### config.mk
export PLATFORM = sky130hd
export DESIGN_NAME = interrupt_request_dispatch
export DESIGN_NICKNAME = d
export VERILOG_FILES = /design/src/hw/interrupt_request_dispatch.v /design/src/hw/pending_flag.v /design/src/hw/prio_pick.v
export VERILOG_INCLUDE_DIRS = /design/src /design/src/hw
export SDC_FILE = /design/constraint.sdc
export NUM_CORES = 1
export LEC_CHECK = 0
export ABC_AREA = 1
export BUFFER_PORTS_ARGS = -buffer_cell sky130_fd_sc_hd__buf_2
export CAP_MARGIN = 30
export CORE_ASPECT_RATIO = 0.8
export CORE_MARGIN = 4
export CORE_UTILIZATION = 47
export DETAILED_ROUTE_END_ITERATION = 16
export PLACE_DENSITY_LB_ADDON = 0.3
export SETUP_SLACK_MARGIN = 0.5
export SKIP_CTS_REPAIR_TIMING = 1
export SLEW_MARGIN = 0
export SYNTH_ARGS = -nofsm -noshare
export SYNTH_HDL_FRONTEND = slang
export SYNTH_SLANG_ARGS = --single-unit
### constraint.sdc
create_clock -name MCLK_I -period 5.8 [get_ports MCLK_I]
set_input_delay 1.16 -clock MCLK_I [delete_from_list [all_inputs] [get_ports MCLK_I]]
set_output_delay 1.16 -clock MCLK_I [all_outputs]
set_load 0.01 [all_outputs]
### src/hw/irq_dispatch_regs.vh
`ifndef IRQ_DISPATCH_REGS_VH
`define IRQ_DISPATCH_REGS_VH

// Vector-table entries of the fixed sources
`define VEC_NMI_PIN 8'h02
`define VEC_WATCHDOG 8'h04
`define VEC_OPERAND_ERR 8'h3C
`define VEC_SW_BREAK 8'h3E
// First maskable vector entry, and the step between two entries
`define VEC_MASKABLE_BASE 8'h06
`define VEC_STEP 8'h02
// Macro service control words for maskable sources
`define MSCW_BASE 16'hFE06
`define MSCW_STEP 16'h0002

// Number of maskable sources handled here
`define NUM_MASKABLE 9
// Number of programmable priority levels
`define NUM_PRIO_LEVELS 4

// Service modes, one-hot
`define MODE_VECTORED 3'h1
`define MODE_CONTEXT 3'h2
`define MODE_MACRO 3'h4

// Kind of accepted request, encoded
`define KIND_NONE 3'h0
`define KIND_NMI_PIN 3'h1
`define KIND_WATCHDOG 3'h2
`define KIND_OPERAND 3'h3
`define KIND_SW_BREAK 3'h4
`define KIND_CTX_BREAK 3'h5
`define KIND_MASKABLE 3'h6

`endif

### src/hw/interrupt_request_dispatch.v
`include "irq_dispatch_regs.vh"
`default_nettype none

module interrupt_request_dispatch #(
    parameter NUM_MASKABLE = `NUM_MASKABLE
) (
    input wire MCLK_I,
    input wire RESET_I,
    input wire CE_I,
    // Request sources, one-cycle pulses
    input wire NMI_EDGE_I,
    input wire WATCHDOG_OVERFLOW_REQ_I,
    input wire VECTORED_BREAK_INSTR_I,
    input wire CONTEXT_BREAK_INSTR_I,
    input wire [7:0] CONTEXT_BREAK_BANK_I,
    input wire STANDBY_CONTROL_WRITE_BAD_I,
    input wire WATCHDOG_MODE_WRITE_BAD_I,
    input wire RELOCATION_INSTR_BAD_I,
    input wire EXT_EDGE_REQ_0_I,
    input wire EXT_EDGE_REQ_1_I,
    input wire EXT_EDGE_REQ_2_I,
    input wire EXT_EDGE_REQ_3_I,
    input wire TMR0_MATCH_REQ_A_I,
    input wire TMR0_MATCH_REQ_B_I,
    input wire TMR1_NARROW_MATCH_A_I,
    input wire TMR1_WIDE_MATCH_A_I,
    input wire TMR1_NARROW_MATCH_B_I,
    input wire TMR1_WIDE_MATCH_B_I,
    input wire TMR2_NARROW_MATCH_A_I,
    input wire TMR2_WIDE_MATCH_A_I,
    // Per-source control, one bit per source (two for the level), source 0 in the low bits
    input wire [NUM_MASKABLE-1:0] MASK_I,
    input wire [2*NUM_MASKABLE-1:0] PRIO_LEVEL_I,
    input wire [NUM_MASKABLE-1:0] USE_CONTEXT_I,
    input wire [NUM_MASKABLE-1:0] USE_MACRO_I,
    input wire [NUM_MASKABLE-1:0] MACRO_CAPABLE_I,
    input wire GLOBAL_IRQ_ENABLE_I,
    // Core handshake
    input wire CORE_READY_I,
    input wire SERVICE_DONE_I,
    // Dispatch outputs
    output reg DISPATCH_O,
    output reg [2:0] DISPATCH_MODE_O,
    output reg [2:0] DISPATCH_KIND_O,
    output reg [7:0] DISPATCH_VECTOR_O,
    output reg [15:0] MACRO_WORD_ADDR_O,
    output reg [7:0] BANK_SEL_O,
    output reg SAVE_TO_STACK_O,
    output reg SAVE_TO_BANK_O,
    output reg [NUM_MASKABLE-1:0] PENDING_O,
    output reg [2:0] IN_SERVICE_LEVEL_O,
    output reg NMI_IN_SERVICE_O
);

    // ========================================
    // Source collection
    // ========================================
    wire [NUM_MASKABLE-1:0] raw_req;
    wire [NUM_MASKABLE-1:0] pend;
    wire operand_err;

    assign raw_req[6] = TMR1_NARROW_MATCH_A_I | TMR1_WIDE_MATCH_A_I;
    assign raw_req[7] = TMR1_NARROW_MATCH_B_I | TMR1_WIDE_MATCH_B_I;
    assign raw_req[8] = TMR2_NARROW_MATCH_A_I | TMR2_WIDE_MATCH_A_I;
    assign raw_req[3:0] = {EXT_EDGE_REQ_3_I, EXT_EDGE_REQ_2_I,
                           EXT_EDGE_REQ_1_I, EXT_EDGE_REQ_0_I};
    assign raw_req[5:4] = {TMR0_MATCH_REQ_B_I, TMR0_MATCH_REQ_A_I};
    assign operand_err = STANDBY_CONTROL_WRITE_BAD_I | WATCHDOG_MODE_WRITE_BAD_I |
                         RELOCATION_INSTR_BAD_I;

    // Fixed sources latched until taken
    reg nmi_pin_pend_r;
    reg wdt_pend_r;
    reg opr_pend_r;
    reg vbreak_pend_r;
    reg ctx_pend_r;
    reg [7:0] ctx_bank_r;

    // ========================================
    // Acceptance
    // ========================================
    reg [NUM_MASKABLE-1:0] accept_clr_nxt;
    reg [NUM_MASKABLE-1:0] accept_clr_r;
    reg nmi_stack_pin_r;
    reg nmi_stack_wdt_r;
    reg [3:0] level_stack_r;
    reg [2:0] cur_level_nxt;

    genvar g;
    generate
        for (g = 0; g < NUM_MASKABLE; g = g + 1) begin : pend_gen
            pending_flag u_flag (
                .clk_i(MCLK_I),
                .rst_i(RESET_I),
                .ce_i(CE_I),
                .set_i(raw_req[g]),
                .clr_i(accept_clr_r[g]),
                .flag_o(pend[g])
            );
        end
    endgenerate

    // Macro requests bypass the level and global enable
    wire [NUM_MASKABLE-1:0] macro_ok = USE_MACRO_I & MACRO_CAPABLE_I;
    wire [NUM_MASKABLE-1:0] live = pend & ~accept_clr_r;
    wire [NUM_MASKABLE-1:0] vec_req = live & ~MASK_I & ~macro_ok &
                                      {NUM_MASKABLE{GLOBAL_IRQ_ENABLE_I}};
    wire [NUM_MASKABLE-1:0] mac_req = live & ~MASK_I & macro_ok;

    wire vec_found;
    wire [3:0] vec_idx;
    wire [1:0] vec_lvl;
    wire mac_found;
    wire [3:0] mac_idx;

    prio_pick #(.N(NUM_MASKABLE)) u_vec_pick (
        .req_i(vec_req),
        .level_i(PRIO_LEVEL_I),
        .found_o(vec_found),
        .index_o(vec_idx),
        .level_o(vec_lvl)
    );

    prio_pick #(.N(NUM_MASKABLE)) u_mac_pick (
        .req_i(mac_req),
        .level_i({2*NUM_MASKABLE{1'b0}}),
        .found_o(mac_found),
        .index_o(mac_idx),
        .level_o()
    );

    // Current level, 3'h4 means none in service
    wire [2:0] cur_level = IN_SERVICE_LEVEL_O;
    // Nest only above the running level
    wire vec_may = vec_found && ({1'b0, vec_lvl} < cur_level);

    // One-hot selection of the acceptance state machine
    localparam ST_IDLE = 2'b01;
    localparam ST_HOLD = 2'b10;
    reg [1:0] state_r;

    reg take;
    reg [2:0] kind;
    reg [2:0] mode;
    reg [7:0] vec;
    reg [15:0] mscw;
    reg [7:0] bank;
    reg [3:0] idx;

    always @* begin
        take = 1'b0;
        kind = `KIND_NONE;
        mode = `MODE_VECTORED;
        vec = 8'h00;
        mscw = 16'h0000;
        bank = 8'h00;
        idx = 4'h0;
        accept_clr_nxt = {NUM_MASKABLE{1'b0}};
        // Non-maskable first, no enables; pin may nest over watchdog
        if (nmi_pin_pend_r && !nmi_stack_pin_r) begin
            take = 1'b1;
            kind = `KIND_NMI_PIN;
            vec = `VEC_NMI_PIN;
        end else if (wdt_pend_r && !nmi_stack_wdt_r && !nmi_stack_pin_r) begin
            take = 1'b1;
            kind = `KIND_WATCHDOG;
            vec = `VEC_WATCHDOG;
        end else if (opr_pend_r) begin
            take = 1'b1;
            kind = `KIND_OPERAND;
            vec = `VEC_OPERAND_ERR;
        end else if (vbreak_pend_r) begin
            take = 1'b1;
            kind = `KIND_SW_BREAK;
            vec = `VEC_SW_BREAK;
        end else if (ctx_pend_r) begin
            take = 1'b1;
            kind = `KIND_CTX_BREAK;
            mode = `MODE_CONTEXT;
            bank = ctx_bank_r;
        end else if (mac_found) begin
            take = 1'b1;
            kind = `KIND_MASKABLE;
            idx = mac_idx;
            mode = `MODE_MACRO;
            accept_clr_nxt[mac_idx] = 1'b1;
        end else if (vec_may) begin
            take = 1'b1;
            kind = `KIND_MASKABLE;
            idx = vec_idx;
            mode = USE_CONTEXT_I[vec_idx] ? `MODE_CONTEXT : `MODE_VECTORED;
            accept_clr_nxt[vec_idx] = 1'b1;
        end
        if (kind == `KIND_MASKABLE) begin
            // Maskable entries and control words, two apart per source
            vec = `VEC_MASKABLE_BASE + {3'h0, idx, 1'b0};
            mscw = `MSCW_BASE + {11'h000, idx, 1'b0};
            bank = vec;
        end
        cur_level_nxt = (take && kind == `KIND_MASKABLE && mode != `MODE_MACRO) ?
                        {1'b0, vec_lvl} : cur_level;
    end

    // ========================================
    // Registers
    // ========================================
    always @(posedge MCLK_I) begin
        if (RESET_I) begin
            state_r <= ST_IDLE;
            nmi_pin_pend_r <= 1'b0;
            wdt_pend_r <= 1'b0;
            opr_pend_r <= 1'b0;
            vbreak_pend_r <= 1'b0;
            ctx_pend_r <= 1'b0;
            ctx_bank_r <= 8'h00;
            accept_clr_r <= {NUM_MASKABLE{1'b0}};
            nmi_stack_pin_r <= 1'b0;
            nmi_stack_wdt_r <= 1'b0;
            level_stack_r <= 4'h0;
            DISPATCH_O <= 1'b0;
            DISPATCH_MODE_O <= `MODE_VECTORED;
            DISPATCH_KIND_O <= `KIND_NONE;
            DISPATCH_VECTOR_O <= 8'h00;
            MACRO_WORD_ADDR_O <= 16'h0000;
            BANK_SEL_O <= 8'h00;
            SAVE_TO_STACK_O <= 1'b0;
            SAVE_TO_BANK_O <= 1'b0;
            PENDING_O <= {NUM_MASKABLE{1'b0}};
            IN_SERVICE_LEVEL_O <= 3'h4;
            NMI_IN_SERVICE_O <= 1'b0;
        end else if (CE_I) begin
            PENDING_O <= pend;
            accept_clr_r <= {NUM_MASKABLE{1'b0}};
            DISPATCH_O <= 1'b0;
            SAVE_TO_STACK_O <= 1'b0;
            SAVE_TO_BANK_O <= 1'b0;
            nmi_pin_pend_r <= nmi_pin_pend_r | NMI_EDGE_I;
            wdt_pend_r <= wdt_pend_r | WATCHDOG_OVERFLOW_REQ_I;
            opr_pend_r <= opr_pend_r | operand_err;
            vbreak_pend_r <= vbreak_pend_r | VECTORED_BREAK_INSTR_I;
            if (CONTEXT_BREAK_INSTR_I) begin
                ctx_pend_r <= 1'b1;
                ctx_bank_r <= CONTEXT_BREAK_BANK_I;
            end
            case (state_r)
                ST_IDLE: begin
                    if (take && CORE_READY_I) begin
                        DISPATCH_O <= 1'b1;
                        DISPATCH_MODE_O <= mode;
                        DISPATCH_KIND_O <= kind;
                        DISPATCH_VECTOR_O <= vec;
                        MACRO_WORD_ADDR_O <= mscw;
                        BANK_SEL_O <= bank;
                        SAVE_TO_STACK_O <= (mode == `MODE_VECTORED);
                        SAVE_TO_BANK_O <= (mode == `MODE_CONTEXT);
                        // Macro leaves PC and status word
                        accept_clr_r <= accept_clr_nxt;
                        state_r <= ST_HOLD;
                        case (kind)
                            `KIND_NMI_PIN: begin
                                nmi_pin_pend_r <= NMI_EDGE_I;
                                nmi_stack_pin_r <= 1'b1;
                                NMI_IN_SERVICE_O <= 1'b1;
                            end
                            `KIND_WATCHDOG: begin
                                wdt_pend_r <= WATCHDOG_OVERFLOW_REQ_I;
                                nmi_stack_wdt_r <= 1'b1;
                                NMI_IN_SERVICE_O <= 1'b1;
                            end
                            `KIND_OPERAND: opr_pend_r <= operand_err;
                            `KIND_SW_BREAK: vbreak_pend_r <= VECTORED_BREAK_INSTR_I;
                            `KIND_CTX_BREAK: ctx_pend_r <= CONTEXT_BREAK_INSTR_I;
                            default: begin
                                if (mode != `MODE_MACRO) begin
                                    level_stack_r[cur_level_nxt[1:0]] <= 1'b1;
                                    IN_SERVICE_LEVEL_O <= cur_level_nxt;
                                end
                            end
                        endcase
                    end else if (SERVICE_DONE_I) begin
                        // Return closes an open pin or watchdog service first, pin before watchdog, else the running level
                        if (nmi_stack_pin_r || nmi_stack_wdt_r) begin
                            if (nmi_stack_pin_r) begin
                                nmi_stack_pin_r <= 1'b0;
                            end else begin
                                nmi_stack_wdt_r <= 1'b0;
                            end
                            NMI_IN_SERVICE_O <= nmi_stack_pin_r && nmi_stack_wdt_r;
                        end else if (IN_SERVICE_LEVEL_O != 3'h4) begin
                            level_stack_r[IN_SERVICE_LEVEL_O[1:0]] <= 1'b0;
                            IN_SERVICE_LEVEL_O <= next_level(level_stack_r &
                                ~(4'h1 << IN_SERVICE_LEVEL_O[1:0]));
                        end
                    end
                end
                default: begin
                    state_r <= ST_IDLE;
                end
            endcase
        end
    end

    // Highest-priority level still open
    function [2:0] next_level;
        input [3:0] stack;
        begin
            if (stack[0]) begin
                next_level = 3'h0;
            end else if (stack[1]) begin
                next_level = 3'h1;
            end else if (stack[2]) begin
                next_level = 3'h2;
            end else if (stack[3]) begin
                next_level = 3'h3;
            end else begin
                next_level = 3'h4;
            end
        end
    endfunction

endmodule

`default_nettype wire

### src/hw/pending_flag.v
`default_nettype none

// Pending flag for one maskable source; a new request wins over the clear
module pending_flag (
    input wire clk_i,
    input wire rst_i,
    input wire ce_i,
    input wire set_i,
    input wire clr_i,
    output reg flag_o
);

    always @(posedge clk_i) begin
        if (rst_i) begin
            flag_o <= 1'b0;
        end else if (ce_i) begin
            if (set_i) begin
                flag_o <= 1'b1;
            end else if (clr_i) begin
                flag_o <= 1'b0;
            end
        end
    end

endmodule

`default_nettype wire

### src/hw/prio_pick.v
`default_nettype none

// Lowest-index winner among requests at the best (numerically lowest) level
module prio_pick #(
    parameter N = 9
) (
    input wire [N-1:0] req_i,
    input wire [2*N-1:0] level_i,
    output reg found_o,
    output reg [3:0] index_o,
    output reg [1:0] level_o
);

    integer i;

    always @* begin
        found_o = 1'b0;
        index_o = 4'h0;
        level_o = 2'h3;
        for (i = 0; i < N; i = i + 1) begin
            if (req_i[i] && (!found_o || level_i[2*i +: 2] < level_o)) begin
                found_o = 1'b1;
                index_o = i[3:0];
                level_o = level_i[2*i +: 2];
            end
        end
    end

endmodule

`default_nettype wire

==> results.sh, run 1 <==
export IMPL_routedWlPerCell_um=13.6
export IMPL_syn_avg_cell_area_sq_um=6.42
export IMPL_post_route_cell_area_sq_mm=0.00691
export IMPL_core_area_sq_mm=0.00981
export IMPL_setup_viol_count_final=54
export IMPL_slowest_delay_ns=0.28
export IMPL_startpoint_type="input port"
export IMPL_root_buffer="clkbuf_16"
export IMPL_cp_required_ns=6.05
export IMPL_viasPerCell=5.10
export IMPL_yosysMostFrequentCell="nand2_1"
export IMPL_power_share_combinational_pct=28.1
export IMPL_synth_seq_cells=80
export IMPL_synth_edf_count=0
export IMPL_drt_iter0_drc=382
export IMPL_p_sw_w=0.000520
export IMPL_drc=0
export IMPL_grt_overflow=0
export IMPL_dpl_hpwl_mm=10.9
export IMPL_synth_top_area_share_pct=33.2
export IMPL_cts_htree_levels=3
export IMPL_crit_top_cell="nand2_1"
export IMPL_cp_arrival_ns=6.74
export IMPL_endpoint_kind="flip-flop"
export IMPL_die_h_um=98.6
export IMPL_min_period_over_period_pct=112
export IMPL_antenna_cells=0
export IMPL_peakVddDrop_mv=0.184
export IMPL_status="finished, violations left"
export IMPL_num_vias=5613
export IMPL_drtPass1Iterations=5
export IMPL_slew_headroom_pct=34.7
export IMPL_grt_pass1_wl_mm=22.6
export IMPL_clock_skew_ns=0.00675
export IMPL_start_util_pct=49.2
export IMPL_drive_gt1_share_pct=36.8
export IMPL_multi_input_area_sq_mm=0.00300
export IMPL_cts_sinks=80
export IMPL_worst_path_max_fanout=5
export IMPL_power_frac_seq_pct=36.9
export IMPL_cts_buffer_depth=2
export IMPL_synth_seq_area_share_pct=33.2
export IMPL_final_util_pct=70.5
export IMPL_ys_warn_count=0
export IMPL_nets=1049
export IMPL_synth_area_leader_cell="dfxtp_1"
export IMPL_slew_violations=0
export IMPL_ys_flop_type="dfxtp_1"
export IMPL_violations="negative setup slack"
export IMPL_post_route_min_period_ns=6.49
export IMPL_place_gp_congestion=0.949
export IMPL_pwr_share_clk_pct=35.0
export IMPL_syn_to_final_growth_pct=43.3
export IMPL_fp_dieW_um=121
export IMPL_slowest_stage="ha_1"
export IMPL_rows=32
export IMPL_ant_nets=0
export IMPL_async_flop_share_pct=0
export IMPL_clkLatencyLatePin_ns=0.34
export IMPL_place_area_sq_mm=0.00613
export IMPL_switching_share_pct=32.0
export IMPL_seq_area_sq_mm=0.00160
export IMPL_fill_cells=818
export IMPL_numCtsBuffers=9
export IMPL_synth_cells=751
export IMPL_ys_types=48
export IMPL_grt_pass1_vias=4946
export IMPL_grt_start_max_net_pins=50
export IMPL_max_freq_mhz=154
export IMPL_critPathBufInv=5
export IMPL_maxCapViolations=0
export IMPL_power_density_mw_per_mm2=235
export IMPL_hp_class="reg2reg"
export IMPL_critPathKind="in2reg"
export IMPL_tightest_slew_ns=0.978
export IMPL_crit_family="simple AND/OR/NAND/NOR gates"
export IMPL_syn_area_sq_mm=0.00482
export IMPL_antenna_found_initial=0
export IMPL_finalHoldViolations=0
export IMPL_clkSlewWorstSetupHoldPaths_ns=0.06
export IMPL_ys_top_cells_by_area="dfxtp_1 33%, nand2_1 13%, inv_1 7.5%"
export IMPL_cts_tree="yes"
export IMPL_grt_usage_pct=23.1
export IMPL_leakage_nw=3.44
export IMPL_port_buffers=133
export IMPL_tns_ns=-31.03
export IMPL_routed_wirelength_mm=15.0
export IMPL_netlist_top_cells_count="171 x nand2_1, 97 x inv_1, 91 x nor2_1"
export IMPL_die_area_sq_mm=0.0120
export IMPL_p_int_w=0.00111
export IMPL_ios=141
export IMPL_rsz0062_at_grt="yes"
export IMPL_setup_ws_ns=-0.693
-- cells in the final DEF (no fill, tap or decap), drive strengths merged, types with 10 or more instances in the layout --
cell    instances
a31oi          10
inv           106
nor2           93
clkbuf         10
buf           224
nand2         196
nor3           19
o21ai          66
a21oi          56
nand3          46
dfxtp          80
-- state kept, by name, summed over array words and instances, names as in the netlist, 2 cells and up --
register,count
DISPATCH_KIND_O,3
DISPATCH_MODE_O,3
DISPATCH_VECTOR_O,5
pend_gen.u_flag.flag_o,9
BANK_SEL_O,8
PENDING_O,9
ctx_bank_r,8
state_r,2
IN_SERVICE_LEVEL_O,3
MACRO_WORD_ADDR_O,6
level_stack_r,4
accept_clr_r,9
-- area by class of cell --
cell class | instances | area share (%)
Timing Repair Buffer | 224 | 20.7
Clock inverter | 6 | 0.977
Sequential cell | 80 | 23.2
Multi-Input combinational cell | 538 | 43.4
Clock buffer | 10 | 3.31
Tap cell | 136 | 2.46
Inverter | 106 | 5.94
-- power by group through the flow --
stage	Clock [W]	Combinational, W	Sequential [W]
detailed placement	0	0.000388	0.000610
global route	0.000598	0.000501	0.000604
global placement	0	0.000383	0.000610
floorplan	0	0.000228	0.000614
finish	0.000569	0.000457	0.000600
CTS	0.000575	0.000391	0.000598
-- final timing paths --
check	startpoint	to	slack, ns	depth (start not counted)
setup / recovery	MASK_I[1]	MACRO_WORD_ADDR_O[2]$_SDFFE_PP0P_	-0.69	59
setup reg to reg	accept_clr_r[0]$_SDFFE_PP0P_	MACRO_WORD_ADDR_O[2]$_SDFFE_PP0P_	-0.21	58
hold / removal	level_stack_r[2]$_SDFFE_PP0P_	level_stack_r[2]$_SDFFE_PP0P_	0.45	2
hold reg to reg	level_stack_r[2]$_SDFFE_PP0P_	level_stack_r[2]$_SDFFE_PP0P_	0.45	2
-- tightest hold or removal path: cells and delay by family, from the launching register on --
kind | cells | cell delay (ns)
flip-flops | 1 | 0.30
AO/OA/AOI/OAI | 1 | 0.05
buffers and inverters | 1 | 0.05
-- cell families after synthesis --
| family | Yosys count | synth area share [%] |
|---|---|---|
| flip-flops | 80 | 33.2 |
| AND/OR/NAND/NOR | 369 | 34.9 |
| AO/OA/AOI/OAI | 158 | 18.7 |
| other | 1 | 0.0777 |
| XOR/XNOR | 1 | 0.182 |
| buffers and inverters | 139 | 12.2 |
| adder cells (fa/ha/maj) | 3 | 0.778 |
-- through the flow --
| stage | std cells | hold slack (ns) | setup WS, ns | power, W |
|---|---|---|---|---|
| after detailed placement | 1067 | 0.422 | -0.837 | 0.000998 |
| after global routing | 1100 | 0.459 | -1.28 | 0.00170 |
| after global placement | 1067 | 0.425 | -0.623 | 0.000993 |
| after CTS | 1083 | 0.437 | -0.530 | 0.00156 |
| after floorplan | 757 | 0.422 | -0.310 | 0.000842 |
| final | 1100 | 0.448 | -0.693 | 0.00163 |
-- routing by layer --
metal | global-route usage, % | wire length [um] | vias to the layer above
li1 | - | - | 2852
met1 | 33.8 | 6940 | 2518
met2 | 34.8 | 6650 | 222
met3 | 5.62 | 1230 | 21
met4 | 4.39 | 162 | 0
met5 | 0 | 0 | -
Power figures use the tool's default switching activity.
==> inputs of run 2 (changes only) <==
Settings changed: ABC_AREA 1 to not set, BUFFER_PORTS_ARGS -buffer_cell sky130_fd_sc_hd__buf_2 to not set, CORE_UTILIZATION 47 to 58, DONT_BUFFER_PORTS set to 1, SLEW_MARGIN 0 to 15.
==> run 2 against run 1 <==
The run now ends clean. Clock skew is 0.0025 ns lower. Clock-buffer cell count is 1 lower. Hold slack better by 0.0034 ns. Synthesized cell count is 7.2% lower. Routed wire length is 16% higher. Clock power is 5.4% higher. Sequential cell count stayed put. Final cell count is 26% lower. First-iteration DRC count is 110% higher. Combinational power is 25% lower. Largest power group unchanged. Highest routed layer unchanged.
==> results.sh, run 2 <==
export IMPL_hold_slack_ns=0.451
export IMPL_num_vias=5613
export IMPL_peakVddDrop_mv=0.222
export IMPL_fp_dieW_um=115
export IMPL_endpoint_kind="flip-flop"
export IMPL_routedWlPerCell_um=21.4
export IMPL_cts_buffer_depth=2
export IMPL_setup_ws_ns=0.376
export IMPL_nets=790
export IMPL_critPathKind="in2reg"
export IMPL_setup_viol_count_final=0
export IMPL_worst_path_max_fanout=4
export IMPL_place_area_sq_mm=0.00550
export IMPL_core_area_sq_mm=0.00867
export IMPL_rsz0062_at_grt="yes"
export IMPL_slew_violations=0
export IMPL_ys_warn_count=0
export IMPL_synth_seq_area_share_pct=30.4
export IMPL_numCtsBuffers=9
export IMPL_ys_top_cells_by_area="dfxtp_1 30%, nand2_1 6.0%, a21oi_1 5.7%"
export IMPL_synth_top_area_share_pct=30.4
export IMPL_async_flop_share_pct=0
export IMPL_drive_gt1_share_pct=18.8
export IMPL_synth_cells=697
export IMPL_rrSetupSlack_ns=0.75
export IMPL_cts_sinks=80
export IMPL_syn_area_sq_mm=0.00528
export IMPL_largestRegisters="PENDING_O (9), accept_clr_r (9), pend_gen.u_flag.flag_o (9)"
export IMPL_slowest_delay_ns=0.43
export IMPL_ys_flop_type="dfxtp_1"
export IMPL_slowest_stage="or3b_4"
export IMPL_whs_endpoint="ctx_bank_r[0]$_SDFFE_PP0P_"
export IMPL_synth_edf_count=0
export IMPL_worst_r2r_cell_count=23
export IMPL_drt_iter0_drc=795
export IMPL_finalHoldViolations=0
export IMPL_dpl_hpwl_mm=12.6
export IMPL_die_area_sq_mm=0.0107
export IMPL_syn_avg_cell_area_sq_um=7.57
export IMPL_min_period_over_period_pct=93.5
export IMPL_power_w=0.00155
export IMPL_place_gp_congestion=0.925
export IMPL_place_ws_ns=-0.139
export IMPL_grt_start_max_net_pins=76
export IMPL_power_share_combinational_pct=22.1
export IMPL_ios=141
export IMPL_cts_htree_levels=3
export IMPL_grt_pass1_wl_mm=26.4
export IMPL_mostFrequentLayoutCells="80 x dfxtp_1, 80 x nand2_1, 74 x nor2_1, 54 x a21oi_1, 39 x nand3_1"
export IMPL_viasPerCell=6.88
export IMPL_drc=0
export IMPL_startpoint_type="input port"
export IMPL_hp_class="reg2reg"
export IMPL_switching_share_pct=29.9
export IMPL_power_frac_seq_pct=39.2
export IMPL_antenna_found_initial=1
export IMPL_worstReg2RegStart="pend_gen[2].u_flag.flag_o$_SDFFE_PP0P_"
export IMPL_rows=30
export IMPL_cp_required_ns=6.06
export IMPL_p_int_w=0.00109
export IMPL_clkSlewWorstSetupHoldPaths_ns=0.06
export IMPL_post_route_cell_area_sq_mm=0.00617
export IMPL_drtPass1Iterations=5
export IMPL_grt_pass1_vias=5222
export IMPL_port_buffers=0
export IMPL_ant_nets=0
export IMPL_clkLatencyLatePin_ns=0.34
export IMPL_routed_wirelength_mm=17.4
export IMPL_syn_to_final_growth_pct=17.0
export IMPL_maxCapViolations=0
export IMPL_start_util_pct=60.8
export IMPL_ys_types=93
export IMPL_synth_seq_cells=80
export IMPL_grt_usage_pct=30.8
export IMPL_slew_headroom_pct=39.4
export IMPL_p_sw_w=0.000463
export IMPL_fin_cells=816
export IMPL_status="finished clean"
export IMPL_fill_cells=689
export IMPL_clock_skew_ns=0.00428
export IMPL_leakage_nw=2.27
export IMPL_hold_start="ctx_bank_r[0]$_SDFFE_PP0P_"
export IMPL_grt_overflow=0
export IMPL_crit_chain="or3b_4 -> nor3_4 -> o211ai_1 -> o22ai_2 -> or3_4 -> a31oi_4 -> or3_1 -> o211ai_1 -> nor2b_4 -> mux2i_4 -> ha_4 -> nand2_4 -> a21oi_2 -> nor2b_2 -> a31o_4 -> nand2_4 -> o31ai_4 -> nand2_2 -> ha_4 -> nor3_4 -> buf_6 -> a211oi_2 -> nor3_1"
export IMPL_tightest_slew_ns=0.902
export IMPL_hold_depth=2
export IMPL_max_freq_mhz=184
export IMPL_cts_tree="yes"
export IMPL_synth_area_leader_cell="dfxtp_1"
export IMPL_post_route_min_period_ns=5.42
export IMPL_pwr_share_clk_pct=38.7
export IMPL_yosysMostFrequentCell="nand2_1"
export IMPL_die_h_um=93.3
export IMPL_power_density_mw_per_mm2=251
export IMPL_cp_arrival_ns=5.68
export IMPL_netlist_top_cells_count="84 x nand2_1, 80 x dfxtp_1, 75 x nor2_1"
export IMPL_root_buffer="clkbuf_16"
export IMPL_r2r_end="BANK_SEL_O[2]$_SDFFE_PP0P_"
export IMPL_dpl_cell_count=786
## run 2: how the worst max path moves through the flow
stage	startpoint	to	slack [ns]	depth (start not counted)
2_1_floorplan	MASK_I[1]	BANK_SEL_O[2]$_SDFFE_PP0P_	0.27	26
3_3_place_gp	MASK_I[1]	DISPATCH_VECTOR_O[3]$_SDFFE_PP0P_	0.02	21
3_5_place_dp	MASK_I[1]	DISPATCH_VECTOR_O[3]$_SDFFE_PP0P_	-0.14	21
4_1_cts	MASK_I[1]	BANK_SEL_O[2]$_SDFFE_PP0P_	0.15	22
5_1_grt	MASK_I[0]	BANK_SEL_O[2]$_SDFFE_PP0P_	0.22	23
6_report	MASK_I[0]	BANK_SEL_O[2]$_SDFFE_PP0P_	0.38	23
## run 2: metrics by stage
stage	util (%)	setup TNS (ns)
3_5_place_dp	63.4	-2.01
3_3_place_gp	63.4	0
5_1_grt	71.2	0
2_1_floorplan	-	0
6_report	71.2	0
4_1_cts	66.9	0
## run 2: worst max-delay path, delay by kind of cell
family                   cells  cell delay (ns)
AO/OA/AOI/OAI                8             1.35
AND/OR/NAND/NOR             11             2.25
adder cells (fa/ha/maj)      2             0.50
multiplexers                 1             0.28
buffers and inverters        1             0.14
## run 2: area by class of cell
cell class	count	area (sq um)	share of cell area [%]
clock buffers	9	225	3.65
multi-input cells	556	3750	60.9
well taps	112	140	2.27
flip-flops and latches	80	1600	26.0
diodes	1	2.50	0.0406
repair buffers	34	288	4.66
clock inverters	5	82.6	1.34
inverters	19	75.1	1.22
## run 2: power by group through the flow
stage	clock, W	combinational, W	sequential, W
after CTS	0.000604	0.000293	0.000607
after global routing	0.000620	0.000365	0.000610
after floorplan	0	0.000251	0.000608
final	0.000600	0.000342	0.000608
after detailed placement	0	0.000291	0.000619
after global placement	0	0.000283	0.000618
## run 2: kinds of logic (layout without fill, tap and decap cells)
| logic type | count (synthesis) | in the layout | synth area share [%] |
|---|---|---|---|
| compound gates | 216 | 216 | 30.0 |
| xor+xnor | 1 | 1 | 0.166 |
| simple gates | 315 | 315 | 29.9 |
| fa+ha+maj | 4 | 4 | 0.901 |
| mux | 13 | 13 | 2.49 |
| flops | 80 | 80 | 30.4 |
| other cells | 1 | 8 | 0.0711 |
| buf+inv | 67 | 67 | 6.14 |
## run 2: routing by layer
metal,global-route usage (%),vias up,routed length (um)
met5,0,-,0
met4,9.40,0,415
met3,7.37,41,1530
met2,48.2,299,7980
met1,42.0,2709,7510
li1,-,2564,-
==> inputs of run 3 (changes only) <==
Settings changed: CORE_UTILIZATION 58 to 35, CTS_BUF_LIST set to sky130_fd_sc_hd__clkbuf_8.
==> run 3 against run 2 <==
Die area rose by 60%. Critical path depth fell by 4. Clock power fell by 36%. Clock-buffer cell count rose by 2. Register-to-register slack improved by 0.15 ns. Global-route usage fell by 11 points. Final cell count rose by 7.7%. Routed wire length rose by 1.1%. Critical endpoint is now accept_clr_r[2]$_SDFFE_PP0P_. Sequential share of layout area rose by 0.90 points. Largest power group unchanged. Cell area fell by 3.3%.
==> results.sh, run 3 (same netlist as run 2, synthesis figures left out) <==
export IMPL_status="finished clean"
export IMPL_ant_nets=0
export IMPL_min_period_over_period_pct=90.9
export IMPL_syn_to_final_growth_pct=13.0
export IMPL_critPathKind="in2reg"
export IMPL_drc=0
export IMPL_cts_sinks=80
export IMPL_hp_class="reg2reg"
export IMPL_root_buffer="clkbuf_8"
export IMPL_setup_viol_count_final=0
export IMPL_cts_buffer_depth=2
export IMPL_hold_start="ctx_bank_r[4]$_SDFFE_PP0P_"
export IMPL_cp_required_ns=6.09
export IMPL_crit_chain="or3b_4 -> nor3_2 -> o211ai_1 -> o22ai_2 -> or3_1 -> a31oi_4 -> or3_1 -> o211ai_1 -> nor2b_4 -> mux2i_4 -> ha_4 -> nand2_2 -> a21oi_2 -> nor2b_2 -> a31o_4 -> buf_4 -> o21ai_2 -> or4_1 -> a21oi_1"
export IMPL_drive_gt1_share_pct=17.4
export IMPL_critPathBufInv=1
export IMPL_clock_skew_ns=0.00886
export IMPL_slew_violations=0
export IMPL_finalHoldViolations=0
export IMPL_largestRegisters="PENDING_O (9), accept_clr_r (9), pend_gen.u_flag.flag_o (9)"
export IMPL_viasPerCell=6.10
export IMPL_drt_iter0_drc=310
export IMPL_final_util_pct=41.0
export IMPL_place_gp_congestion=0.933
export IMPL_antenna_cells=0
export IMPL_clkLatencyLatePin_ns=0.36
export IMPL_worst_path_max_fanout=11
export IMPL_grt_overflow=0
export IMPL_numCtsBuffers=9
export IMPL_rsz0062_at_grt="yes"
export IMPL_routed_wirelength_mm=17.6
export IMPL_endpoint_kind="flip-flop"
export IMPL_grt_pass1_vias=5002
export IMPL_core_area_sq_mm=0.0145
export IMPL_dpl_cell_count=854
export IMPL_slew_headroom_pct=47.6
export IMPL_cts_htree_levels=3
export IMPL_final_common_cell="nand2_1"
export IMPL_worstReg2RegStart="pend_gen[1].u_flag.flag_o$_SDFFE_PP0P_"
export IMPL_fin_cells=879
export IMPL_grt_usage_pct=19.4
export IMPL_startpoint="MASK_I[1]"
export IMPL_power_density_mw_per_mm2=219
export IMPL_dpl_hpwl_mm=13.5
export IMPL_cp_arrival_ns=5.56
export IMPL_drtPass1Iterations=5
export IMPL_num_vias=5366
export IMPL_rows=39
export IMPL_nets=781
export IMPL_max_freq_mhz=190
export IMPL_routedWlPerCell_um=20.1
export IMPL_clkSlewWorstSetupHoldPaths_ns=0.08
export IMPL_peakVddDrop_mv=0.111
export IMPL_cts_tree="yes"
export IMPL_grt_pass1_wl_mm=27.3
export IMPL_die_area_sq_mm=0.0171
export IMPL_maxCapViolations=0
export IMPL_post_route_min_period_ns=5.27
export IMPL_die_h_um=118
export IMPL_startpoint_type="input port"
export IMPL_antenna_found_initial=0
export IMPL_port_buffers=0
export IMPL_fp_dieW_um=145
export IMPL_grt_start_max_net_pins=76
export IMPL_mostFrequentLayoutCells="81 x nand2_1, 80 x dfxtp_1, 74 x nor2_1, 56 x a21oi_1, 39 x nand3_1"
export IMPL_crit_family="simple AND/OR/NAND/NOR gates"
export IMPL_leakage_nw=2.13
export IMPL_tightest_slew_ns=0.785
export IMPL_ios=141
export IMPL_slowest_delay_ns=0.57
export IMPL_slowest_stage="or4_1"
export IMPL_start_util_pct=36.3
[run 3: cell types whose count changed in the layout (fill, tap and decap cells not counted), sizes merged]
cell      change
buf          -10
bufinv        -2
clkbuf        +2
clkinv        -1
clkinvlp      +1
diode         -1
inv           +1
o21ai         +1
[run 3: tightest hold or removal path: stages (launching register included)]
cell and delay, ns:
dfxtp_1 0.31, nand2_1 0.05, a21oi_1 0.05
[run 3: layout make-up]
type	instances	area, sq um
repair buffers	24	193
flip-flops and latches	80	1600
clock buffers	11	151
inverters	19	71.3
fillers	1489	8580
well taps	184	230
clock inverters	4	28.8
multi-input cells	557	3690
[run 3: worst paths after layout]
check	to	slack [ns]	cells after the start
worst max-delay path	accept_clr_r[2]$_SDFFE_PP0P_	0.53	19
worst min-delay path	ctx_bank_r[4]$_SDFFE_PP0P_	0.45	2
worst max register to register	MACRO_WORD_ADDR_O[3]$_SDFFE_PP0P_	0.90	20
worst min register to register	ctx_bank_r[4]$_SDFFE_PP0P_	0.45	2
[run 3: where the power goes]
| group | internal (W) | leakage (nW) | switching (W) | total (W) |
|---|---|---|---|---|
| clock | 0.000177 | 0.0878 | 0.000207 | 0.000384 |
| sequential | 0.000575 | 0.652 | 0.0000315 | 0.000607 |
| combinational | 0.000125 | 1.39 | 0.000192 | 0.000318 |
[run 3: stage by stage]
stage	TNS [ns]	area, sq um	worst slack, ns	total power, W	hold WS, ns
detailed placement	-1.56	5540	-0.135	0.000905	0.442
CTS	0	5720	0.224	0.00129	0.454
floorplan	0	5470	0.270	0.000859	0.432
finish	0	5960	0.527	0.00131	0.453
global route	0	5960	0.394	0.00137	0.470
global placement	0	5540	0.0398	0.000901	0.438
[run 3: routing by layer]
| metal | routed length (um) | GRT usage, % | share of wire (%) | vias up |
|---|---|---|---|---|
| met5 | 0 | 0 | 0 | - |
| met4 | 234 | 4.39 | 1.3 | 0 |
| met3 | 1460 | 5.89 | 8.3 | 24 |
| met2 | 7770 | 29.2 | 44 | 202 |
| met1 | 8170 | 27.3 | 46 | 2590 |
| li1 | - | - | - | 2550 |
